## config.mk

```make
export PLATFORM = sky130hd
export DESIGN_NAME = mtp_timer
export DESIGN_NICKNAME = d
export VERILOG_FILES = /design/src/hw/mtp_pkg.sv /design/src/hw/mtp_edge_sync.sv /design/src/hw/mtp_match_out.sv /design/src/hw/mtp_timer.sv
export VERILOG_INCLUDE_DIRS = /design/src /design/src/hw
export SDC_FILE = /design/constraint.sdc
export NUM_CORES = 1
export LEC_CHECK = 0
export BUFFER_PORTS_ARGS = -buffer_cell sky130_fd_sc_hd__buf_2
export CORE_AREA = 8 8 235 237
export CTS_BUF_LIST = sky130_fd_sc_hd__clkbuf_8
export CTS_CLUSTER_SIZE = 28
export DETAILED_ROUTE_END_ITERATION = 8
export DIE_AREA = 0 0 243 245
export SLEW_MARGIN = 10
export SYNTH_ARGS = -nofsm -noshare
export SYNTH_HDL_FRONTEND = slang
export SYNTH_SLANG_ARGS = --single-unit
```

## constraint.sdc

```tcl
create_clock -name sys_clk_i -period 13 [get_ports sys_clk_i]
set_clock_uncertainty 0.1 [all_clocks]
set_input_delay 0.65 -clock sys_clk_i [delete_from_list [all_inputs] [get_ports sys_clk_i]]
set_output_delay 0.65 -clock sys_clk_i [all_outputs]
set_load 0.02 [all_outputs]
```

## src/hw/mtp_timer_cfg.svh

```systemverilog
// offsets, field positions and reset values of the match timer
`ifndef MTP_TIMER_CFG_SVH
`define MTP_TIMER_CFG_SVH

// ----------------------------------------------------------------
// register byte offsets
// ----------------------------------------------------------------
`define MTP_OFF_CTRL   8'h00
`define MTP_OFF_COUNT  8'h04
`define MTP_OFF_PRESC  8'h08
`define MTP_OFF_PCNT   8'h0c
`define MTP_OFF_MCTL   8'h10
`define MTP_OFF_MATCH0 8'h14
`define MTP_OFF_EXTOUT 8'h24
`define MTP_OFF_PWM    8'h28
`define MTP_OFF_CAPCTL 8'h2c
`define MTP_OFF_CAPVAL 8'h30
`define MTP_OFF_INTST  8'h34
`define MTP_OFF_INTMSK 8'h38

// ----------------------------------------------------------------
// field positions
// ----------------------------------------------------------------
`define MTP_CTRL_EN      0
`define MTP_CTRL_RST     1
`define MTP_MCTL_W       2
`define MTP_MCTL_RST     0
`define MTP_MCTL_STOP    1
`define MTP_EXT_ACT_LSB  4
`define MTP_CAP_RISE     0
`define MTP_CAP_FALL     1
`define MTP_INT_CAP      4
`define MTP_NUM_MATCH    4
`define MTP_NUM_OUT      2
`define MTP_INT_W        5

// ----------------------------------------------------------------
// reset values
// ----------------------------------------------------------------
`define MTP_RST_CTRL   2'h0
`define MTP_RST_MCTL   8'h00
`define MTP_RST_EXTACT 4'h0
`define MTP_RST_PWM    2'h0
`define MTP_RST_CAPCTL 2'h0
`define MTP_RST_INT    5'h00

`endif

```

## src/hw/mtp_pkg.sv

```systemverilog
// types shared by the match timer modules
package mtp_pkg;

  typedef enum logic [1:0] {
    MTP_ACT_NONE   = 2'h0,
    MTP_ACT_LOW    = 2'h1,
    MTP_ACT_HIGH   = 2'h2,
    MTP_ACT_TOGGLE = 2'h3
  } mtp_act_t;

endpackage : mtp_pkg

```

## src/hw/mtp_edge_sync.sv

```systemverilog
// three-stage synchroniser with agreement filter and edge pulses
`timescale 1ns/100ps
`default_nettype none

module mtp_edge_sync (
  input  wire logic sys_clk_i,
  input  wire logic rst_i,
  input  wire logic pin_i,
  output var  logic rise_o,
  output var  logic fall_o
);

  logic s1;
  logic s2;
  logic s3;
  logic lvl;

  // ----------------------------------------------------------------
  // sync chain and filtered level
  // ----------------------------------------------------------------
  always_ff @(posedge sys_clk_i) begin
    if (rst_i) begin
      s1 <= 1'b0;
      s2 <= 1'b0;
      s3 <= 1'b0;
    end else begin
      s1 <= pin_i;
      s2 <= s1;
      s3 <= s2;
    end
  end

  always_ff @(posedge sys_clk_i) begin
    if (rst_i) begin
      lvl    <= 1'b0;
      rise_o <= 1'b0;
      fall_o <= 1'b0;
    end else begin
      if (s2 == s3) begin
        lvl <= s2;
      end
      rise_o <= (s2 == s3) & s2 & ~lvl;
      fall_o <= (s2 == s3) & ~s2 & lvl;
    end
  end

endmodule : mtp_edge_sync

`default_nettype wire

```

## src/hw/mtp_match_out.sv

```systemverilog
// one external match output: action on match or single-edge pwm
`timescale 1ns/100ps
`default_nettype none

module mtp_match_out import mtp_pkg::*; (
  input  wire logic     sys_clk_i,
  input  wire logic     rst_i,
  input  wire logic     hit_i,
  input  wire logic     restart_i,
  input  wire logic     pwm_i,
  input  wire mtp_act_t act_i,
  output var  logic     out_o
);

  // ----------------------------------------------------------------
  // output level
  // ----------------------------------------------------------------
  always_ff @(posedge sys_clk_i) begin
    if (rst_i) begin
      out_o <= 1'b0;
    end else if (pwm_i) begin
      if (hit_i) begin
        out_o <= 1'b1;
      end else if (restart_i) begin
        out_o <= 1'b0;
      end
    end else if (hit_i) begin
      case (act_i)
        MTP_ACT_LOW:    out_o <= 1'b0;
        MTP_ACT_HIGH:   out_o <= 1'b1;
        MTP_ACT_TOGGLE: out_o <= ~out_o;
        default:        out_o <= out_o;
      endcase
    end
  end
endmodule : mtp_match_out

`default_nettype wire

```

## src/hw/mtp_timer.sv

```systemverilog
// match timer with prescaler, four matches, pwm outputs and capture
`timescale 1ns/100ps
`default_nettype none
`include "mtp_timer_cfg.svh"

module mtp_timer import mtp_pkg::*; #(
  parameter int CNT_W = 32
) (
  input  wire logic        sys_clk_i,
  input  wire logic        rst_i,
  input  wire logic        psel_i,
  input  wire logic        penable_i,
  input  wire logic        pwrite_i,
  input  wire logic [31:0] paddr_i,
  input  wire logic [31:0] pwdata_i,
  output var  logic [31:0] prdata_o,
  output var  logic        pready_o,
  output var  logic        pslverr_o,
  input  wire logic        cap_i,
  output var  logic [1:0]  mat_o,
  output var  logic        irq_o
);

  localparam int NM = `MTP_NUM_MATCH;
  localparam int NO = `MTP_NUM_OUT;

  // ----------------------------------------------------------------
  // state
  // ----------------------------------------------------------------
  logic [1:0]        ctrl;
  logic [CNT_W-1:0]  tc;
  logic [CNT_W-1:0]  pr;
  logic [CNT_W-1:0]  pc;
  logic [7:0]        mctl;
  logic [CNT_W-1:0]  mr [NM];
  logic [3:0]        ext_act;
  logic [1:0]        pwm_en;
  logic [1:0]        capctl;
  logic [CNT_W-1:0]  cr;
  logic [4:0]        int_st;
  logic [4:0]        int_msk;

  logic              en;
  logic              crst;
  logic              acc;
  logic              wr;
  logic [7:0]        off;
  logic              tick;
  logic [NM-1:0]     hit;
  logic [NM-1:0]     rst_sel;
  logic [NM-1:0]     stop_sel;
  logic              any_rst;
  logic              any_stop;
  logic              restart;
  logic              cap_rise;
  logic              cap_fall;
  logic              cap_ev;
  logic [4:0]        ev;
  logic [1:0]        mat;
  logic [31:0]       next_rdata;
  logic              next_err;

  assign en   = ctrl[`MTP_CTRL_EN];
  assign crst = ctrl[`MTP_CTRL_RST];
  assign off  = paddr_i[7:0];
  assign acc  = psel_i & penable_i & pready_o;
  assign wr   = acc & pwrite_i;

  // ----------------------------------------------------------------
  // prescaler and match compare
  // ----------------------------------------------------------------
  assign tick = en & ~crst & (pc == pr);

  generate
    for (genvar i = 0; i < NM; i++) begin : g_match
      assign hit[i]      = tick & (tc == mr[i]);
      assign rst_sel[i]  = hit[i] & mctl[`MTP_MCTL_W*i + `MTP_MCTL_RST];
      assign stop_sel[i] = hit[i] & mctl[`MTP_MCTL_W*i + `MTP_MCTL_STOP];
    end
  endgenerate

  assign any_rst  = |rst_sel;
  assign any_stop = |stop_sel;
  assign restart  = any_rst;
  assign cap_ev   = (cap_rise & capctl[`MTP_CAP_RISE]) | (cap_fall & capctl[`MTP_CAP_FALL]);
  assign ev       = {cap_ev, hit};

  // ----------------------------------------------------------------
  // control register
  // ----------------------------------------------------------------
  always_ff @(posedge sys_clk_i) begin
    if (rst_i) begin
      ctrl <= `MTP_RST_CTRL;
    end else if (any_stop) begin
      ctrl[`MTP_CTRL_EN] <= 1'b0;
    end else if (wr && off == `MTP_OFF_CTRL) begin
      ctrl <= pwdata_i[1:0];
    end
  end

  // ----------------------------------------------------------------
  // prescale counter
  // ----------------------------------------------------------------
  always_ff @(posedge sys_clk_i) begin
    if (rst_i) begin
      pc <= '0;
    end else if (wr && off == `MTP_OFF_PCNT) begin
      pc <= pwdata_i[CNT_W-1:0];
    end else if (crst || tick) begin
      pc <= '0;
    end else if (en) begin
      pc <= pc + 1'b1;
    end
  end

  // ----------------------------------------------------------------
  // main counter
  // ----------------------------------------------------------------
  always_ff @(posedge sys_clk_i) begin
    if (rst_i) begin
      tc <= '0;
    end else if (wr && off == `MTP_OFF_COUNT) begin
      tc <= pwdata_i[CNT_W-1:0];
    end else if (crst) begin
      tc <= '0;
    end else if (tick) begin
      if (any_rst) begin
        tc <= '0;
      end else if (!any_stop) begin
        tc <= tc + 1'b1;
      end
    end
  end

  // ----------------------------------------------------------------
  // configuration registers
  // ----------------------------------------------------------------
  always_ff @(posedge sys_clk_i) begin
    if (rst_i) begin
      pr      <= '0;
      mctl    <= `MTP_RST_MCTL;
      ext_act <= `MTP_RST_EXTACT;
      pwm_en  <= `MTP_RST_PWM;
      capctl  <= `MTP_RST_CAPCTL;
      int_msk <= `MTP_RST_INT;
    end else if (wr) begin
      case (off)
        `MTP_OFF_PRESC:  pr      <= pwdata_i[CNT_W-1:0];
        `MTP_OFF_MCTL:   mctl    <= pwdata_i[7:0];
        `MTP_OFF_EXTOUT: ext_act <= pwdata_i[`MTP_EXT_ACT_LSB +: 4];
        `MTP_OFF_PWM:    pwm_en  <= pwdata_i[1:0];
        `MTP_OFF_CAPCTL: capctl  <= pwdata_i[1:0];
        `MTP_OFF_INTMSK: int_msk <= pwdata_i[4:0];
        default:         pr      <= pr;
      endcase
    end
  end

  generate
    for (genvar i = 0; i < NM; i++) begin : g_mreg
      always_ff @(posedge sys_clk_i) begin
        if (rst_i) begin
          mr[i] <= '0;
        end else if (wr && off == 8'(`MTP_OFF_MATCH0 + 4*i)) begin
          mr[i] <= pwdata_i[CNT_W-1:0];
        end
      end
    end
  endgenerate

  // ----------------------------------------------------------------
  // capture
  // ----------------------------------------------------------------
  mtp_edge_sync u_cap_sync (
    .sys_clk_i (sys_clk_i),
    .rst_i     (rst_i),
    .pin_i     (cap_i),
    .rise_o    (cap_rise),
    .fall_o    (cap_fall)
  );

  always_ff @(posedge sys_clk_i) begin
    if (rst_i) begin
      cr <= '0;
    end else if (cap_ev) begin
      cr <= tc;
    end
  end

  // ----------------------------------------------------------------
  // interrupt flags
  // ----------------------------------------------------------------
  always_ff @(posedge sys_clk_i) begin
    if (rst_i) begin
      int_st <= `MTP_RST_INT;
    end else if (wr && off == `MTP_OFF_INTST) begin
      int_st <= (int_st & ~pwdata_i[4:0]) | ev;
    end else begin
      int_st <= int_st | ev;
    end
  end

  always_ff @(posedge sys_clk_i) begin
    if (rst_i) begin
      irq_o <= 1'b0;
    end else begin
      irq_o <= |(int_st & int_msk);
    end
  end

  // ----------------------------------------------------------------
  // match outputs
  // ----------------------------------------------------------------
  generate
    for (genvar j = 0; j < NO; j++) begin : g_out
      mtp_match_out u_out (
        .sys_clk_i (sys_clk_i),
        .rst_i     (rst_i),
        .hit_i     (hit[j]),
        .restart_i (restart),
        .pwm_i     (pwm_en[j]),
        .act_i     (mtp_act_t'(ext_act[2*j +: 2])),
        .out_o     (mat[j])
      );
    end
  endgenerate

  assign mat_o = mat;

  // ----------------------------------------------------------------
  // apb read and answer
  // ----------------------------------------------------------------
  always_comb begin
    next_rdata = 32'h0000_0000;
    next_err   = 1'b0;
    case (off)
      `MTP_OFF_CTRL:   next_rdata = 32'(ctrl);
      `MTP_OFF_COUNT:  next_rdata = 32'(tc);
      `MTP_OFF_PRESC:  next_rdata = 32'(pr);
      `MTP_OFF_PCNT:   next_rdata = 32'(pc);
      `MTP_OFF_MCTL:   next_rdata = 32'(mctl);
      `MTP_OFF_MATCH0:         next_rdata = 32'(mr[0]);
      `MTP_OFF_MATCH0 + 8'h4:  next_rdata = 32'(mr[1]);
      `MTP_OFF_MATCH0 + 8'h8:  next_rdata = 32'(mr[2]);
      `MTP_OFF_MATCH0 + 8'hc:  next_rdata = 32'(mr[3]);
      `MTP_OFF_EXTOUT: next_rdata = {24'h0, ext_act, 2'h0, mat};
      `MTP_OFF_PWM:    next_rdata = 32'(pwm_en);
      `MTP_OFF_CAPCTL: next_rdata = 32'(capctl);
      `MTP_OFF_CAPVAL: next_rdata = 32'(cr);
      `MTP_OFF_INTST:  next_rdata = 32'(int_st);
      `MTP_OFF_INTMSK: next_rdata = 32'(int_msk);
      default:         next_err   = 1'b1;
    endcase
    if (paddr_i[31:8] != 24'h0 || paddr_i[1:0] != 2'h0) begin
      next_err = 1'b1;
    end
  end

  always_ff @(posedge sys_clk_i) begin
    if (rst_i) begin
      pready_o  <= 1'b0;
      prdata_o  <= 32'h0000_0000;
      pslverr_o <= 1'b0;
    end else begin
      pready_o  <= psel_i & penable_i & ~pready_o;
      pslverr_o <= psel_i & penable_i & ~pready_o & next_err;
      if (psel_i && penable_i && !pready_o && !pwrite_i) begin
        prdata_o <= next_err ? 32'h0000_0000 : next_rdata;
      end
    end
  end
endmodule : mtp_timer

`default_nettype wire

```

* Yosys cells after proc, flatten, opt, wreduce, memory -nomap -nowiden
Memories as Yosys holds them, arrays and structs flattened. Cells that the tools add are included.
Storage, ports and cells: output and inout port bits 37, memory bits (writable) 128, latch bits 0, memories 1, logic and storage cells 177, register bits 199, ROM bits 0
Memories:
- mr | words 4, bits a word 32, read ports 4, clocked after memory_dff 0, wr ports 4, RTL line mtp_timer.sv:35 | logic [CNT_W-1:0] mr [NM];
Operators by class: bitwise gates (word level) 42, equal/unequal tests 27, add/subtract/negate cells 2, muxes and demuxes 40, divide/modulo/power cells 0, reduce and logical (&&, ||, !) cells 41, order comparisons 0, multipliers 0, shift-type cells 0
Operator list (count):
- $pmux 32 s15 | 1
- $mux 32 | 13
- $eq 32x32->1 | 5
- $add 32x1->32 const B | 2
- $eq 8x6->1 const B | 7
- $eq 8x5->1 const B | 4
- $and 1x1->1 | 25
- $reduce_bool 24->1 | 1
- $mux 1 | 23
- $eq 8x4->1 const B | 2
- $reduce_and 2->1 | 8
- $reduce_or 15->1 | 1
- $logic_and 1x1->1 | 11
- $and 5x5->5 | 2
- $or 5x5->5 | 2
- $reduce_bool 2->1 | 5
- $reduce_or 5->1 | 2
- $eq 2x2->1 const B | 4
- $eq 8x3->1 const B | 1
- $logic_not 8->1 | 1
- $reduce_bool 4->1 | 2
- $reduce_or 4->1 | 2
- $not 1->1 | 7
- $pmux 1 s3 | 2
- other kinds (10) | 19

* Depth between registers and ports, before layout
Gate-level depths: netlist (run 1).
word-level depth 11, depth in mapped cells 12

* Cells and area by module
A second synthesis (run 1) with hierarchy kept.
Second synthesis, totals: cell total of the unflattened synthesis 1946, area, all modules 17713.2 µm²
By module, submodules not included:
- mtp_timer | area an instance 17307.8 µm², sequential area each 7667.4 µm², times used 1, cells each 1903
- mtp_edge_sync | area an instance 205.2 µm², sequential area each 120.1 µm², times used 1, cells each 17
- mtp_match_out | area an instance 100.1 µm², sequential area each 20.0 µm², times used 2, cells each 13

* Worst setup path before layout (run 1)
No wires, ideal clock.
path type in2reg, start in paddr_i[5], end mem mr[1][0] (enable), setup slack 8.407 ns, cell stages on the path 5, data required time 12.430 ns, setup time 0.470 ns, arrival 4.023 ns, cell sequence buf_2 > nor4b_1 > nand3_1 > clkbuf_1 > o31ai_1
RTL lines:
- from (decl) | RTL line mtp_timer.sv:14 | input wire logic [31:0] paddr_i,
- to (decl) | RTL line mtp_timer.sv:35

* Final worst setup path (run 1)
start reg tc[20], end reg tc[16]
On the way: longest elaborated chain between the ends 8
Ends and longest elaborated chain:
- from (decl) | RTL line mtp_timer.sv:31 | logic [CNT_W-1:0] tc;
- from (signal assigned) | RTL line mtp_timer.sv:123 | tc <= pwdata_i[CNT_W-1:0];
- from (signal assigned) | RTL line mtp_timer.sv:130 | tc <= tc + 1'b1;
- $eq 32x32->1 | RTL line mtp_timer.sv:76 | assign hit[i] = tick & (tc == mr[i]);
- $and 1x1->1 | RTL line mtp_timer.sv:76
- $and 1x1->1 | RTL line mtp_timer.sv:77 | assign rst_sel[i] = hit[i] & mctl[`MTP_MCTL_W*i + `MTP_MCTL_RST];
- $reduce_or 4->1 | RTL line mtp_timer.sv:82 | assign any_rst = |rst_sel;
- $mux 32 | RTL line mtp_timer.sv:127 | if (any_rst) begin
- $mux 32 | RTL line mtp_timer.sv:126 | end else if (tick) begin
- $mux 32 | RTL line mtp_timer.sv:124 | end else if (crst) begin
- $mux 32 | RTL line mtp_timer.sv:122 | end else if (wr && off == `MTP_OFF_COUNT) begin
Several ways; a longest one is shown, not always the timed one. The select of a mux whose other input is x is not followed. A chain may end at the register's enable or synchronous reset.

==> results of run 1 <==
## per-stage QoR
step / std cells / power, mW / cell area [sq um] / hold slack [ps] / worst slack, ps
6_report: 2727 / 2.16 / 19900 / 113 / 8790
3_5_place_dp: 2619 / 1.21 / 18700 / 326 / 8150
4_1_cts: 2725 / 2.17 / 19900 / 84.9 / 8870
3_3_place_gp: 2619 / 1.21 / 18700 / 330 / 8210
2_1_floorplan: 1972 / 1.15 / 17800 / 312 / 8410
5_1_grt: 2726 / 2.23 / 19900 / 136 / 8720
## final timing paths
path,start,endpoint
setup / recovery,tc[20],tc[16]
hold / removal,cap_i,u_cap_sync.s1
setup reg to reg,tc[20],tc[16]
hold reg to reg,u_cap_sync.s1,u_cap_sync.s2
## state kept, by name, indices dropped and copies added (netlist names)
signal / count
mr: 128
u_cap_sync.s1: 1
u_cap_sync.s2: 1
int_st: 5
mctl: 8
ext_act: 4
capctl: 2
int_msk: 5
u_cap_sync.s3: 1
pr: 32
pready_o: 1
pslverr_o: 1
prdata_o: 32
ctrl: 2
pc: 32
u_cap_sync.fall_o: 1
cr: 32
irq_o: 1
tc: 32
u_cap_sync.lvl: 1
g_out.u_out.out_o: 2
u_cap_sync.rise_o: 1
pwm_en: 2
## power groups by stage
| stage | clock network, mW | registers, mW | logic, mW |
|---|---|---|---|
| floorplan | 0 | 1.11 | 0.0463 |
| global placement | 0 | 1.11 | 0.0979 |
| detailed placement | 0 | 1.11 | 0.0983 |
| CTS | 0.985 | 1.09 | 0.0988 |
| global route | 1.03 | 1.09 | 0.104 |
| finish | 0.972 | 1.09 | 0.101 |
## layer usage
layer | wire, um | part of all wire, %
met2 | 31300 | 44
met5 | 11 | 0.016
met3 | 7910 | 11
met4 | 3470 | 4.9
met1 | 28300 | 40
## placed cells by master, fill, tap and decap left out, types with 8 or more instances in the layout
| cell | instances |
|---|---|
| a211oi_1 | 15 |
| nand3_1 | 68 |
| and3_1 | 15 |
| o21ai_0 | 32 |
| a21oi_2 | 8 |
| inv_1 | 40 |
| clkbuf_8 | 77 |
| edfxtp_1 | 128 |
| nand4_1 | 57 |
| nor2b_1 | 9 |
| a21oi_1 | 178 |
| nor2_2 | 8 |
| nor3_1 | 38 |
| buf_4 | 31 |
| a31oi_1 | 17 |
| a221oi_1 | 23 |
| a21o_1 | 8 |
| a22oi_1 | 78 |
| xnor2_1 | 126 |
| buf_2 | 105 |
| dfxtp_1 | 199 |
| mux2i_1 | 34 |
| nand2_1 | 255 |
| or3_1 | 13 |
| nor4_1 | 24 |
| a22o_1 | 9 |
| a222oi_1 | 29 |
| and2_1 | 134 |
| nor2_1 | 85 |
| xor2_1 | 56 |
## cells by family (layout without fill, tap and decap cells)
group / after synthesis / count (layout)
AOI/OAI and AO/OA: 474 / 474
xor gates and xnor gates: 182 / 182
adders and majority gates: 4 / 4
buffers and inverters: 196 / 261
DFF: 327 / 327
muxes: 35 / 35
other: 0 / 2
and+or+nand+nor: 754 / 754
## cell type report
class | count | area, sq um | share of cell area, %
clock inverters | 29 | 121 | 0.609
repair buffers | 137 | 769 | 3.86
multi-input cells | 1449 | 9200 | 46.2
flip-flops and latches | 327 | 7830 | 39.3
well taps | 688 | 861 | 4.32
clock buffers | 77 | 1060 | 5.32
diodes | 2 | 5.00 | 0.0251
inverters | 18 | 67.6 | 0.339
## worst max-delay path, stage by stage, from the launching register on
cell	delay [ps]
dfxtp_1	720
xor2_1	150
nor4_1	620
nand4_1	320
or3b_1	460
o2111ai_2	330
o21a_2	650
nand2b_2	530
a211oi_1	140
==> flow_summary.ini, run 1 <==
[status]
status = complete, no violations

[min_path]
hp-class = input port to flop
worstHoldPathCells = 2

[floorplanning]
ioPinCount = 107
die-area_sq_mm = 0.0595
start_util_pct = 34.5
coreArea_sq_mm = 0.0517
placementRows = 84
die_x_um = 243
die_h_um = 245

[sta]
period_share_pct = 32.4
worst_pin_slew_ps = 1350
rsz0062_at_grt = false
final-setup-viol-count = 0
max_slew_margin_pct = 9.79
fin_crit_ps = 4210
hold_viol_final = 0
totalNegativeSetupSlack_ps = 0
fmax_mhz = 237
final-max-slew-violation-count = 0

[cts]
cts_tree = built
root_buffer = clkbuf_8
path_clk_slew_ps = 60
cts_sinks = 327
ctsHoldBuffers = 0
clk_latency_ps = 660
ctsResizeCount = 0
h-tree-depth = 2
post_cts_buffers = 0
cts_buffers = 56
clockBufferDepth = 3

[logic_synthesis]
ys_top_cells_by_count = 257 x nand2_1, 199 x dfxtp_1, 178 x a21oi_1, 134 x and2_1, 128 x edfxtp_1
yosys.cell_count.top_type = nand2_1
yosysTopAreaCell = dfxtp_1
synth.avg_cell_area_sq_um = 9.05
yosysSeqAreaShare_pct = 43.9
ys_ff_latch = 327
synth_edf_count = 128
synth_nets = 2046
netlist_area_sq_mm = 0.0178
synth_top_family_by_area = simple AND/OR/NAND/NOR gates
yosysTopAreaCellShare_pct = 22.3
synthAdderAreaFrac_pct = 0.280
synth_xor_area_share_pct = 8.93
synth-simple-area-share_pct = 21.6
synth_area_leaders = dfxtp_1 22%, edfxtp_1 22%, xnor2_1 6.2%, nand2_1 5.4%, a21oi_1 5.0%
synth_warnings = 0
synthArstFlopShare_pct = 0
synthMuxAreaShare_pct = 1.97
synth-main-ff-cell = dfxtp_1
synth_cell_types = 83
synth_compound_area_share_pct = 18.3
synth_cells = 1972

[routing]
drt-total-wl_mm = 70.9
ant_nets = 0
drc = 0
wl_per_cell_um = 26.0
num_vias = 16501
drt-vias-per-instance = 6.05
first_pass_iters = 9
drt_iter0_markers = 2541

[critical_path]
rrSetupSlack_ps = 8790
worstSetupEndpointType = flop
path_class = flop to flop
required_ps = 13380
r2r_cells = 8
cp.arrival_ps = 4590
start_kind = flop
cp_max_fo = 22

[grt]
grtUsageMet3_pct = 5.36
grt_pass1_vias = 15416
grt_pass1_wl_mm = 105
grt-ovfl-total = 0
grt_antenna_before_repair = 3
grt_use_met1_pct = 30.5
busiest_layer = met2
grt.met2_usage_pct = 35.0
grt_max_degree = 69
grtUsageTotal_pct = 22.9

[power_and_ir_drop]
switching_share_pct = 24.7
seq_power_share_pct = 50.4
leakage_nw = 6.91
combPwrFrac_pct = 4.7
ir_drop_v = 0.0000594
p_sw_uw = 535
powerDensity_mw_per_mm2 = 109
p_int_mw = 1.63
clock_power_share_pct = 45.0

[final_layout]
nFillCells = 5258
area_growth_pct = 11.6
final_nets = 2063
drive_gt1_share_pct = 13.9
postLayoutCoreUtil_pct = 38.5

[place]
gp_congestion = 0.960
place.detailed.hpwl_mm = 48.9
portBuffers = 106

[job]
maxCapViolCount = 0
Note: power is estimated with default switching activity, not from simulation.
==> run 2, diff against run 1 <==
==> constraint.sdc (replaced) <==
create_clock -name sys_clk_i -period 3.8 [get_ports sys_clk_i]
set_clock_uncertainty 0.1 [all_clocks]
set_input_delay 0.19 -clock sys_clk_i [delete_from_list [all_inputs] [get_ports sys_clk_i]]
set_output_delay 0.19 -clock sys_clk_i [all_outputs]
set_load 0.02 [all_outputs]
==> run 2 against run 1 <==
Global-route usage grew 3.4 points. Routed wire length up 15%. Clock power grew to 3.6 times the previous value. Final area rose by 4.6%. Maximum frequency increased by 18%. Critical path type unchanged. Highest routed layer is now met4.
==> flow_summary.ini, run 2 (synthesized netlist as in run 1, its figures left out) <==
[floorplanning]
placementRows = 84
die_x_um = 243
die_h_um = 245
ioPinCount = 107
die-area_sq_mm = 0.0595
coreArea_sq_mm = 0.0517
start_util_pct = 34.5

[cts]
clk_latency_ps = 680
cts_tree = built
post_cts_buffers = 0
clockBufferDepth = 3
path_clk_slew_ps = 60
cts_buffers = 57
h-tree-depth = 2
cts_sinks = 327
root_buffer = clkbuf_8

[critical_path]
cp_slowest_stage_delay_ps = 740
cpMostUsedCell = buf_4
worstSetupEndpointType = flop
path_class = flop to flop
path_buf_inv = 2
crit_family = simple AND/OR/NAND/NOR gates
required_ps = 4290
crit_slowest_cell = nor4_1
crit_chain = xor2_1, nor4_1, nand4_1, or3b_1, o2111ai_2, o21a_2, buf_4, o21ai_2, buf_4, o2bb2ai_1
cp.arrival_ps = 4070
cp_max_fo = 10
start_kind = flop

[grt]
grtUsageTotal_pct = 26.3
grt_max_degree = 130
grt_pass1_vias = 15907
grt_antenna_before_repair = 4
grt-ovfl-total = 0
grt_pass1_wl_mm = 116

[place]
postPlaceCellArea_sq_mm = 0.0192
place.detailed.hpwl_mm = 59.6
preCtsSetupSlack_ps = 344
gp_congestion = 1.00
portBuffers = 106

[routing]
drt-total-wl_mm = 81.3
ant_nets = 0
first_pass_iters = 9
drc = 0
drt-vias-per-instance = 5.91
num_vias = 16702
wl_per_cell_um = 28.8
drt_iter0_markers = 2027

[min_path]
hp-class = input port to flop

[sta]
setup_slack_ps = 222
fin_crit_ps = 3580
holdWs_ps = 68.2
final-max-slew-violation-count = 0
max_slew_margin_pct = 31.2
hold_viol_final = 0
worst_pin_slew_ps = 1030
final-setup-viol-count = 0
fmax_mhz = 279
period_share_pct = 94.2
totalNegativeSetupSlack_ps = 0
rsz0062_at_grt = false

[status]
status = complete, no violations

[final_layout]
regMostFlops = mr
area_growth_pct = 16.8
drive_gt1_share_pct = 15.8
final_nets = 2160
fin_area_sq_mm = 0.0208
final_common_cell = nand2_1
largest_reg_flops = 128
final_cell_mix = 255 x nand2_1, 199 x dfxtp_1, 178 x a21oi_1

[power_and_ir_drop]
powerDensity_mw_per_mm2 = 366
ir_drop_v = 0.000298
leakage_nw = 7.38
finalPower_mw = 7.63

[job]
maxCapViolCount = 0
run 2: cell types whose count changed in the layout (fill, tap and decap cells not counted), moves of 6 or more:
cell	change
buf_4	+49
dlygate4sd3_1	+41
clkinv_1	+12
clkbuf_8	-10
inv_1	-10
buf_12	+6
run 2: final timing paths:
kind,start,end,slack (ps),depth (start not counted)
max,tc[29],tc[29],220,10
min,paddr_i[1],pwm_en[0],70,5
max reg2reg,tc[29],tc[29],220,10
min reg2reg,u_cap_sync.s1,u_cap_sync.s2,340,1
run 2: report_power, final:
part / total, mW / internal, mW / switching, mW
combinational: 0.390 / 0.122 / 0.268
clock: 3.50 / 1.89 / 1.61
sequential: 3.74 / 3.69 / 0.0526
run 2: layer usage:
metal | up-vias | track usage (%) | wire [um]
li1 | 7373 | - | -
met1 | 8253 | 34.1 | 33500
met2 | 907 | 43.1 | 37600
met3 | 169 | 4.14 | 6280
met4 | 0 | 11.4 | 3930
met5 | - | 0 | 0
run 2: tightest hold or removal path, delay by kind of cell:
family	cells	cell delay, ps
and+or+nand+nor	3	420
AOI/OAI and AO/OA	1	60
buffers and inverters	1	110
run 2: timing repair:
action	4_1_cts	5_1_grt
resized for setup	0	0
hold endpoints to repair	285	0
hold buffers	41	0
run 2: per-stage QoR:
step                cells  utilization, %
floorplan            1972               -
global placement     2674            37.1
detailed placement   2674            37.1
CTS                  2823            40.3
global route         2824            40.3
finish               2824            40.3
run 2: layout make-up:
class / instances / area, sq um
Sequential cell: 327 / 7830
Inverter: 18 / 67.6
Clock buffer: 67 / 922
Fill cell: 5181 / 30900
Tap cell: 688 / 861
Antenna cell: 1 / 2.50
Clock inverter: 41 / 295
Multi-Input combinational cell: 1449 / 9190
Timing Repair Buffer: 233 / 1670
